===== src/verilog/mpsg_pkg.sv =====
// shared constants for the multi-plane sync glue
`default_nettype none
package mpsg_pkg;
  // ----------------------------------------
  // sizes
  // ----------------------------------------
  localparam int NUM_DEVICES     = 4;
  localparam int DATA_WIDTH      = 16;
  localparam int PLANES_PER_DEV  = 4;
  localparam int MAX_PASS_PLANES = 16;
  // ----------------------------------------
  // pixel shift settings
  // ----------------------------------------
  localparam logic [2:0] SHIFT_ONE  = 3'h1;
  localparam logic [2:0] SHIFT_TWO  = 3'h2;
  localparam logic [2:0] SHIFT_FOUR = 3'h4;
  // ----------------------------------------
  // reset values
  // ----------------------------------------
  localparam logic [15:0] WORD_RESET = 16'h0000;
  localparam logic [3:0]  ACT_RESET  = 4'hf;
  // ----------------------------------------
  // transfer modes
  // ----------------------------------------
  typedef enum logic [1:0] {
    MPSG_IDLE,
    MPSG_BY_PLANE,
    MPSG_BY_PIXEL
  } mpsg_mode_e;
endpackage : mpsg_pkg
`default_nettype wire


===== src/verilog/mpsg_if.sv =====
// wired-and glue node bundle between the devices and the host side
`timescale 1ns/1ps
`default_nettype none
interface mpsg_if #(
  parameter int N = 4
) ();
  // per device outputs; request pull enables high mean pulling low
  logic [N-1:0]    instr_fifo_dma_request_oe;
  logic [N-1:0]    data_fifo_dma_request_oe;
  logic [N-1:0]    instr_step_sync_out;
  logic [N-1:0]    display_bus_sync_out;
  logic [N-1:0]    external_driver_enable;
  logic [N*16-1:0] dev_data;
  // composites from the host glue
  logic            instr_step_sync_in;
  logic            display_bus_sync_in;
  logic            cycle_strobe;
  logic            by_pixel;
  logic            is_read;
  logic [2:0]      pixel_shift_count_field;
  logic [3:0]      plane_select;
  logic [1:0]      device_select;

  modport device (
    output instr_fifo_dma_request_oe,
    output data_fifo_dma_request_oe,
    output instr_step_sync_out,
    output display_bus_sync_out,
    output external_driver_enable,
    output dev_data,
    input  instr_step_sync_in,
    input  display_bus_sync_in,
    input  cycle_strobe,
    input  by_pixel,
    input  is_read,
    input  pixel_shift_count_field,
    input  plane_select,
    input  device_select
  );
  modport host (
    input  instr_fifo_dma_request_oe,
    input  data_fifo_dma_request_oe,
    input  instr_step_sync_out,
    input  display_bus_sync_out,
    input  external_driver_enable,
    input  dev_data,
    output instr_step_sync_in,
    output display_bus_sync_in,
    output cycle_strobe,
    output by_pixel,
    output is_read,
    output pixel_shift_count_field,
    output plane_select,
    output device_select
  );
endinterface : mpsg_if
`default_nettype wire


===== src/verilog/mpsg_device_end.sv =====
// device-side end: the plane-processor devices' glue behaviour
//
// Overview of operation
// - request pins open-drain: pull low until ready
// - instr request for instr fifo, data both ways
// - data node low while any device unready
// - instr node low while any device unready
// - by-plane: one plane in one device
// - host reads the selected device's word only
// - non-holding device keeps driver enable off
// - holding device alone asserts driver enable, when its selected plane is active
// - by-pixel: every device contributes its planes
// - pixel shift field 1, 2 or 4
// - each device presents full 16-bit word
// - shift held word left by the field amount (1, 2 or 4) per by-pixel read cycle
// - host transceiver concatenates top 16/N bits of each device to word
// - host enables plane or pixel transceivers, not both
// - one pass handles at most 16 planes
// - instruction-step sync outputs are anded
// - composite step sync fed back to inputs
// - display sync anded and fed back likewise
// - single device ties its sync pairs too
// - inactive plane never written
`timescale 1ns/1ps
`default_nettype none
module mpsg_device_end
  import mpsg_pkg::*;
#(
  parameter int N = NUM_DEVICES
) (
  input  wire logic            i_clock,
  input  wire logic            i_reset,
  mpsg_if.device               bus,
  input  wire logic [N-1:0]    i_instr_fifo_ready,
  input  wire logic [N-1:0]    i_data_fifo_ready,
  input  wire logic [N-1:0]    i_step_ready,
  input  wire logic [N-1:0]    i_display_ready,
  input  wire logic [N*16-1:0] i_load_word,
  input  wire logic            i_load,
  input  wire logic [N*4-1:0]  i_activity,
  input  wire logic [N*4-1:0]  i_write_nibble,
  output logic [N-1:0]         o_step_go,
  output logic [N-1:0]         o_display_go,
  output logic [N*4-1:0]       o_plane_write
);
  initial begin
    if (N != 1 && N != 2 && N != 4) begin
      $error("device count must be 1, 2 or 4");
    end
  end

  // ----------------------------------------
  // per device logic
  // ----------------------------------------
  genvar g;
  generate
    for (g = 0; g < N; g++) begin : gen_dev
      logic [15:0] word_reg;
      logic        req_i_reg;
      logic        req_d_reg;
      logic        ede_reg;
      logic        step_reg;
      logic        disp_reg;
      logic        go_s_reg;
      logic        go_d_reg;
      logic [3:0]  wr_reg;
      wire  [15:0] shifted;
      wire         holds;
      wire         sel_plane_act;
      wire  [3:0]  wr_next;

      // shift amount follows the programmed field, not the device count
      assign shifted = (bus.pixel_shift_count_field == SHIFT_FOUR) ? {word_reg[11:0], 4'h0} :
                       (bus.pixel_shift_count_field == SHIFT_TWO)  ? {word_reg[13:0], 2'h0} :
                       {word_reg[14:0], 1'h0};
      assign holds = (bus.device_select == 2'(g));
      assign sel_plane_act = i_activity[g*4 + 32'(bus.plane_select[1:0])];
      // plane writes gated by activity bits
      assign wr_next = !bus.cycle_strobe || bus.is_read ? 4'h0 :
                       bus.by_pixel ? i_activity[g*4 +: 4] :
                       holds ? (4'h1 << bus.plane_select[1:0]) & i_activity[g*4 +: 4] :
                       4'h0;

      always_ff @(posedge i_clock) begin
        if (i_reset) begin
          word_reg  <= WORD_RESET;
          req_i_reg <= 1'b1;
          req_d_reg <= 1'b1;
          ede_reg   <= 1'b0;
          step_reg  <= 1'b0;
          disp_reg  <= 1'b0;
          go_s_reg  <= 1'b0;
          go_d_reg  <= 1'b0;
          wr_reg    <= 4'h0;
        end else begin
          req_i_reg <= !i_instr_fifo_ready[g];
          req_d_reg <= !i_data_fifo_ready[g];
          // by-pixel reads: every device drives; by-plane reads: only the holder, when its plane is active
          ede_reg   <= bus.cycle_strobe && bus.is_read &&
                       (bus.by_pixel || (holds && sel_plane_act));
          step_reg  <= i_step_ready[g];
          disp_reg  <= i_display_ready[g];
          go_s_reg  <= bus.instr_step_sync_in;
          go_d_reg  <= bus.display_bus_sync_in;
          wr_reg    <= wr_next;
          if (i_load) begin
            word_reg <= i_load_word[g*16 +: 16];
          end else if (bus.cycle_strobe && bus.by_pixel && bus.is_read) begin
            word_reg <= shifted;
          end
        end
      end

      assign bus.instr_fifo_dma_request_oe[g] = req_i_reg;
      assign bus.data_fifo_dma_request_oe[g]  = req_d_reg;
      assign bus.external_driver_enable[g]    = ede_reg;
      assign bus.instr_step_sync_out[g]       = step_reg;
      assign bus.display_bus_sync_out[g]      = disp_reg;
      assign bus.dev_data[g*16 +: 16]         = word_reg;
      assign o_step_go[g]                     = go_s_reg;
      assign o_display_go[g]                  = go_d_reg;
      assign o_plane_write[g*4 +: 4]          = wr_reg;
    end
  endgenerate

  wire unused_ok = ^i_write_nibble;
endmodule : mpsg_device_end
`default_nettype wire


===== src/flat_wrapper.sv =====
// flat-port wrapper written by rule: the top's interface ports become plain ports
module mpsg_device_end_flat import mpsg_pkg::*;
#(
  parameter int N = NUM_DEVICES
)
  (i_clock, i_reset, i_instr_fifo_ready, i_data_fifo_ready, i_step_ready, i_display_ready, i_load_word, i_load, i_activity, i_write_nibble, o_step_go, o_display_go, o_plane_write, bus_instr_fifo_dma_request_oe, bus_data_fifo_dma_request_oe, bus_instr_step_sync_out, bus_display_bus_sync_out, bus_external_driver_enable, bus_dev_data, bus_instr_step_sync_in, bus_display_bus_sync_in, bus_cycle_strobe, bus_by_pixel, bus_is_read, bus_pixel_shift_count_field, bus_plane_select, bus_device_select);
  mpsg_if #(.N(N)) bus_i ();
  input  wire logic i_clock;
  input  wire logic i_reset;
  input  wire logic [N-1:0] i_instr_fifo_ready;
  input  wire logic [N-1:0] i_data_fifo_ready;
  input  wire logic [N-1:0] i_step_ready;
  input  wire logic [N-1:0] i_display_ready;
  input  wire logic [N*16-1:0] i_load_word;
  input  wire logic i_load;
  input  wire logic [N*4-1:0] i_activity;
  input  wire logic [N*4-1:0] i_write_nibble;
  output logic [N-1:0] o_step_go;
  output logic [N-1:0] o_display_go;
  output logic [N*4-1:0] o_plane_write;
  output wire logic [$bits(bus_i.instr_fifo_dma_request_oe)-1:0] bus_instr_fifo_dma_request_oe;
  output wire logic [$bits(bus_i.data_fifo_dma_request_oe)-1:0] bus_data_fifo_dma_request_oe;
  output wire logic [$bits(bus_i.instr_step_sync_out)-1:0] bus_instr_step_sync_out;
  output wire logic [$bits(bus_i.display_bus_sync_out)-1:0] bus_display_bus_sync_out;
  output wire logic [$bits(bus_i.external_driver_enable)-1:0] bus_external_driver_enable;
  output wire logic [$bits(bus_i.dev_data)-1:0] bus_dev_data;
  input wire logic [$bits(bus_i.instr_step_sync_in)-1:0] bus_instr_step_sync_in;
  input wire logic [$bits(bus_i.display_bus_sync_in)-1:0] bus_display_bus_sync_in;
  input wire logic [$bits(bus_i.cycle_strobe)-1:0] bus_cycle_strobe;
  input wire logic [$bits(bus_i.by_pixel)-1:0] bus_by_pixel;
  input wire logic [$bits(bus_i.is_read)-1:0] bus_is_read;
  input wire logic [$bits(bus_i.pixel_shift_count_field)-1:0] bus_pixel_shift_count_field;
  input wire logic [$bits(bus_i.plane_select)-1:0] bus_plane_select;
  input wire logic [$bits(bus_i.device_select)-1:0] bus_device_select;
  assign bus_instr_fifo_dma_request_oe = bus_i.instr_fifo_dma_request_oe;
  assign bus_data_fifo_dma_request_oe = bus_i.data_fifo_dma_request_oe;
  assign bus_instr_step_sync_out = bus_i.instr_step_sync_out;
  assign bus_display_bus_sync_out = bus_i.display_bus_sync_out;
  assign bus_external_driver_enable = bus_i.external_driver_enable;
  assign bus_dev_data = bus_i.dev_data;
  assign bus_i.instr_step_sync_in = bus_instr_step_sync_in;
  assign bus_i.display_bus_sync_in = bus_display_bus_sync_in;
  assign bus_i.cycle_strobe = bus_cycle_strobe;
  assign bus_i.by_pixel = bus_by_pixel;
  assign bus_i.is_read = bus_is_read;
  assign bus_i.pixel_shift_count_field = bus_pixel_shift_count_field;
  assign bus_i.plane_select = bus_plane_select;
  assign bus_i.device_select = bus_device_select;
  mpsg_device_end #(.N(N)) u_core (.i_clock(i_clock), .i_reset(i_reset), .bus(bus_i), .i_instr_fifo_ready(i_instr_fifo_ready), .i_data_fifo_ready(i_data_fifo_ready), .i_step_ready(i_step_ready), .i_display_ready(i_display_ready), .i_load_word(i_load_word), .i_load(i_load), .i_activity(i_activity), .i_write_nibble(i_write_nibble), .o_step_go(o_step_go), .o_display_go(o_display_go), .o_plane_write(o_plane_write));
endmodule

===== config.mk =====
export PLATFORM = sky130hd
export DESIGN_NAME = mpsg_device_end_flat
export DESIGN_NICKNAME = d
export VERILOG_FILES = /design/src/verilog/mpsg_pkg.sv /design/src/verilog/mpsg_if.sv /design/src/verilog/mpsg_device_end.sv /design/src/flat_wrapper.sv
export SDC_FILE = /design/constraint.sdc
export NUM_CORES = 1
export LEC_CHECK = 0
export BUFFER_PORTS_ARGS = -buffer_cell sky130_fd_sc_hd__buf_4
export CORE_ASPECT_RATIO = 2
export CORE_MARGIN = 2
export CORE_UTILIZATION = 53
export CTS_CLUSTER_DIAMETER = 30
export CTS_CLUSTER_SIZE = 28
export DETAILED_ROUTE_END_ITERATION = 8
export MAX_ROUTING_LAYER = met4
export PLACE_DENSITY_LB_ADDON = 0.3
export SLEW_MARGIN = 20
export SYNTH_ARGS = -nofsm -noshare
export SYNTH_HDL_FRONTEND = slang
export SYNTH_SLANG_ARGS = --single-unit
export TNS_END_PERCENT = 1

===== constraint.sdc =====
create_clock -name i_clock -period 2.95 [get_ports i_clock]
set_clock_uncertainty 0.05 [all_clocks]
set_input_delay 0.885 -clock i_clock [delete_from_list [all_inputs] [get_ports i_clock]]
set_output_delay 0.885 -clock i_clock [all_outputs]
set_load 0.01 [all_outputs]

Yosys cells after proc, flatten, opt, wreduce, memory -nomap -nowiden
Index checks and enable logic that the tools add are counted.
{"block": "op_classes", "n_mux": 32, "n_eq_ne": 5, "shifts": 1, "n_reduce_logical": 28, "addsub": 3, "magnitude_cmp": 4, "bitwise_logic": 4}
{"op": "2-to-1 mux 16 bit", "n": 16}
{"op": "less-than comparator 32 x 5 -> 1 bit, second input constant", "n": 3}
{"op": "2-to-1 mux 4 bit", "n": 8}
{"op": "bitwise AND 4 bit", "n": 4}
{"op": "binary-select mux 1 bit (select 4 bit)", "n": 3}
{"op": "logical AND 1 bit", "n": 11}
{"op": "adder 4 x 2 -> 5 bit, first input constant", "n": 2}
{"op": "logical NOT 1 bit", "n": 9}
{"op": "logical OR 1 bit", "n": 5}
{"op": "less-than comparator 2 x 5 -> 1 bit, second input constant", "n": 1}
{"op": "adder 3 x 2 -> 4 bit, first input constant", "n": 1}
{"op": "== test 2 bit, second input constant", "n": 2}
{"op": "2-to-1 mux 1 bit", "n": 4}
{"op": "<< shifter 1 x 2 -> 4 bit, first input constant", "n": 1}
{"op": "== test 3 x 2 -> 1 bit, second input constant", "n": 1}
{"op": "== test 3 bit, second input constant", "n": 1}
{"op": "binary-select mux 1 bit (select 2 bit)", "n": 1}
{"op": "== test 2 x 1 -> 1 bit, second input constant", "n": 1}
{"op": "logical NOT 2 bit", "n": 1}
{"op": "nonzero test 2 bit", "n": 1}
{"op": "OR reduction 2 bit", "n": 1}
{"block": "totals", "regBits": 102, "out_inout_bits": 108, "input_bits": 129}

Longest topological paths before layout
{"block": "logic_depth", "depth_word": 6, "mapped_depth": 6, "depth_no_buf": 3}

Least setup slack after synthesis
OpenSTA, ideal clock, no wires.
{"block": "synth_timing", "kind": "input to register", "startpoint": "in bus_pixel_shift_count_field[2]", "endpoint": "reg u_core.gen_dev[0].word_reg[2]", "required_time_ps": 2768, "slack_ps": 786, "setup_time_ps": 132, "arrival_time_ps": 1982, "n_path_buf": 3, "path_stages": 6, "cell_sequence": "buf_2 -> or3b_2 -> clkbuf_1 -> buf_4 -> mux2i_1 -> o32ai_1"}
{"block": "synth_between", "elab_chain_cells": 5}
{"element": "start, declared", "line": "flat_wrapper.sv:32", "rtl": "input wire logic [$bits(bus_i.pixel_shift_count_field)-1:0] bus_pixel_shift_count_field;"}
{"element": "== test 3 x 2 -> 1 bit", "line": "mpsg_device_end.sv:74", "rtl": "(bus.pixel_shift_count_field == SHIFT_TWO) ? {word_reg[13:0], 2'h0} :"}
{"element": "2-to-1 mux 16 bit", "line": "mpsg_device_end.sv:74"}
{"element": "2-to-1 mux 16 bit *", "line": "mpsg_device_end.sv:73", "rtl": "assign shifted = (bus.pixel_shift_count_field == SHIFT_FOUR) ? {word_reg[11:0], 4'h0} :"}
{"element": "2-to-1 mux 16 bit *", "line": "mpsg_device_end.sv:108", "rtl": "end else if (bus.cycle_strobe && bus.by_pixel && bus.is_read) begin"}
{"element": "2-to-1 mux 16 bit *", "line": "mpsg_device_end.sv:106", "rtl": "if (i_load) begin"}
{"element": "end signal, assigned", "line": "mpsg_device_end.sv:107", "rtl": "word_reg <= i_load_word[g*16 +: 16];"}
{"element": "end signal, assigned", "line": "mpsg_device_end.sv:109", "rtl": "word_reg <= shifted;"}
{"element": "end, declared", "line": "mpsg_device_end.sv:58", "rtl": "logic [15:0] word_reg;"}
Every way passes the cells marked *; elsewhere a longest branch is shown, timed or not. The select of a mux whose other input is x is not followed.
A chain may end at the register's enable or synchronous reset.

Final worst setup path
{"block": "layout_timing", "startpoint": "in i_load", "endpoint": "reg u_core.gen_dev[3].word_reg[11]"}
{"block": "layout_between", "elab_chain_cells": 1}
{"element": "start, declared", "line": "flat_wrapper.sv:15", "rtl": "input wire logic i_load;"}
{"element": "2-to-1 mux 16 bit / nonzero test 2 bit (equally long branches)"}
{"element": "end signal, assigned", "line": "mpsg_device_end.sv:107"}
{"element": "end signal, assigned", "line": "mpsg_device_end.sv:109"}
{"element": "end, declared", "line": "mpsg_device_end.sv:58"}
Several ways; a longest one is shown, not always the timed one.

==> impl_metrics.json <==
{
  "viasPerCell": 6.538,
  "ir_worst_vdd_v": 0.0003688,
  "first_global_vias": 6196,
  "die_h_microns": 153.2,
  "grt_pass1_wl_microns": 30400,
  "cts_tree": "done",
  "yosys_warnings": 0,
  "seq_power_share_pct": 43.5,
  "antenna_cells": 0,
  "ys_types": 36,
  "fill_cells": 872,
  "finalHoldViolCount": 0,
  "cts.sinks": 102,
  "cts-root-buf": "clkbuf_16",
  "cts_setup_buffers": 0,
  "p_int_mw": 2.611,
  "globalRouteOverflowTotal": 0,
  "synth-seq-cells": 102,
  "r2r-start": "u_core.gen_dev[0].word_reg[13]$_SDFFE_PP0P_",
  "nets": 971,
  "maxSlewViolCount": 0,
  "worstPathMaxFanout": 49,
  "ioPinCount": 237,
  "drt_wl_total_microns": 19390,
  "violations": "DRC",
  "die-area_sq_um": 12040,
  "syn2layout_area_growth_pct": 29.47,
  "synth_common_cells": "dfxtp_1 (102), nor2_1 (74), nand2b_1 (56), o32ai_1 (56), clkbuf_1 (55)",
  "syn_area_per_cell_sq_um": 8.405,
  "core_area_sq_um": 10880,
  "netlist.area_leader.share_pct": 34.61,
  "clk_latency_ns": 0.35,
  "power_frac_comb_pct": 22.7,
  "grt_setup_unrepaired": "no",
  "hp-start": "u_core.gen_dev[3].word_reg[15]$_SDFFE_PP0P_",
  "cts_buffers": 9,
  "drt_iter0_drc": 836,
  "hold_buffers": 0,
  "synth_compound_area_share_pct": 30.70,
  "place_area_sq_um": 7331,
  "syn-cell-area_sq_um": 5901,
  "cp-end-kind": "flip-flop",
  "start_kind": "input pin",
  "slew-limit-headroom_pct": 44.41,
  "die_x_microns": 78.61,
  "synth_top_cell_by_area": "dfxtp_1",
  "postRouteAntennaNets": 0,
  "synth_nets": 831,
  "synth-edff-count": 0,
  "antenna_found_initial": 0,
  "synth-simple-area-share_pct": 22.26,
  "finalSetupTns_ns": 0,
  "cts_resized": 0,
  "finalCritPeriodShare_pct": 74.05,
  "required_ns": 3.14,
  "portBuffers": 218,
  "clock_power_share_pct": 33.8,
  "drc": 5,
  "drive_gt1_share_pct": 30.97,
  "ys_seq_area_share_pct": 34.61,
  "synth-xor-area-share_pct": 0,
  "status": "complete, but fails checks",
  "gp_congestion": 0.8808,
  "largest_reg_flops": 64,
  "row_count": 54,
  "synthAdderAreaFrac_pct": 0,
  "fin_crit_ns": 2.185,
  "track_usage_pct": 32.26,
  "fin_util_pct": 70.23,
  "synth_top_family_by_area": "compound AO/OA/AOI/OAI gates",
  "async_flop_share_pct": 0,
  "start_util_pct": 54.24,
  "dr.pass1.iters": 9,
  "ctsLongestPathBuffers": 2,
  "p_leak_nw": 3.347,
  "tightest_slew_ns": 0.8316,
  "hold_class": "reg2reg",
  "postLayoutCellArea_sq_um": 7640,
  "cts-htree-levels": 3,
  "worstPathArrival_ns": 2.38,
  "vias": 6446,
  "clk_pin_slew_ns": 0.07,
  "ys.flop_type": "dfxtp_1",
  "power_per_cell_area_nw_per_um2": 481.2,
  "yosysMostFrequentCell": "dfxtp_1",
  "grt_max_degree": 53,
  "maxCapViolCount": 0,
  "cp-startpoint": "i_load",
  "synthMuxAreaShare_pct": 2.884,
  "switching_power_mw": 1.066,
  "sw_frac_of_total_pct": 28.99,
  "ys_top_cells_by_area": "dfxtp_1 (35%), o32ai_1 (8.3%), a222oi_1 (7.5%), a22oi_1 (6.6%), nand2b_1 (5.9%)",
  "synth_cells": 702,
  "hpwl_microns": 13460,
  "critPathKind": "in2reg",
  "routedWlPerCell_microns": 19.67,
  "fmax_mhz": 457.8,
  "setup_viol": 0
}
[critical path, cell delays in order]
cell,delay (ns)
buf_4,0.27
nor4b_4,0.28
buf_4,0.41
a22oi_1,0.20
o32ai_1,0.32
[kinds of logic (layout without fill, tap and decap cells)]
kind of cell | Yosys count | count (layout)
AO/OA/AOI/OAI | 239 | 239
flip-flops | 102 | 102
AND/OR/NAND/NOR | 241 | 241
multiplexers | 12 | 12
buffers and inverters | 108 | 252
[power by group through the flow]
stage / registers, mW / clock network (mW) / logic, mW
after floorplan: 1.62 / 0 / 0.453
after global routing: 1.61 / 1.32 / 0.898
after CTS: 1.59 / 1.25 / 0.830
after global placement: 1.62 / 0 / 0.800
after detailed placement: 1.62 / 0 / 0.826
final: 1.60 / 1.24 / 0.835
[layout make-up]
type                            instances  area [sq um]  share of cell area, %
Clock buffer                           11         252.7                  3.308
Clock inverter                          4         56.30                 0.7370
Multi-Input combinational cell        492          3317                  43.42
Timing Repair Buffer                  235          1789                  23.42
Inverter                                2         7.507                0.09826
Tap cell                              140         175.2                  2.293
Sequential cell                       102          2042                  26.73
[cells in the final DEF (no fill, tap or decap), types with 5 or more instances in the layout]
cell	n
dfxtp_1	102
a22oi_1	52
nor2_1	72
a222oi_1	44
buf_4	233
nand2b_1	56
mux2i_1	8
a21oi_1	14
nand3b_1	6
a31oi_1	16
o32ai_1	56
nor2b_1	20
clkbuf_16	9
o21ai_0	44
nand2_1	19
and3_1	5
and2_1	48
[per-stage QoR]
| stage | instances | power [mW] | setup WS [ns] | hold slack (ns) |
|---|---|---|---|---|
| CTS | 986 | 3.677 | 0.7916 | 0.5017 |
| detailed placement | 971 | 2.450 | 0.4322 | 0.4909 |
| floorplan | 702 | 2.077 | 0.7858 | 0.4906 |
| finish | 986 | 3.676 | 0.7654 | 0.4997 |
| global route | 986 | 3.831 | 0.6222 | 0.5382 |
| global placement | 971 | 2.418 | 0.5237 | 0.4753 |
[per-layer routing]
layer | part of all wire, % | GRT usage (%)
met1 | 34 | 35.36
met2 | 52 | 54.38
met3 | 8.6 | 4.841
met4 | 4.9 | 18.80
met5 | 0 | -
[final timing paths]
check / to / slack (ns) / cells past startpoint
hold / removal: u_core.gen_dev[3].word_reg[15]$_SDFFE_PP0P_ / 0.50 / 2
setup / recovery: u_core.gen_dev[3].word_reg[11]$_SDFFE_PP0P_ / 0.77 / 5
setup reg to reg: u_core.gen_dev[0].word_reg[15]$_SDFFE_PP0P_ / 1.69 / 3
hold reg to reg: u_core.gen_dev[3].word_reg[15]$_SDFFE_PP0P_ / 0.50 / 2
(Power assumes the default switching activity.)
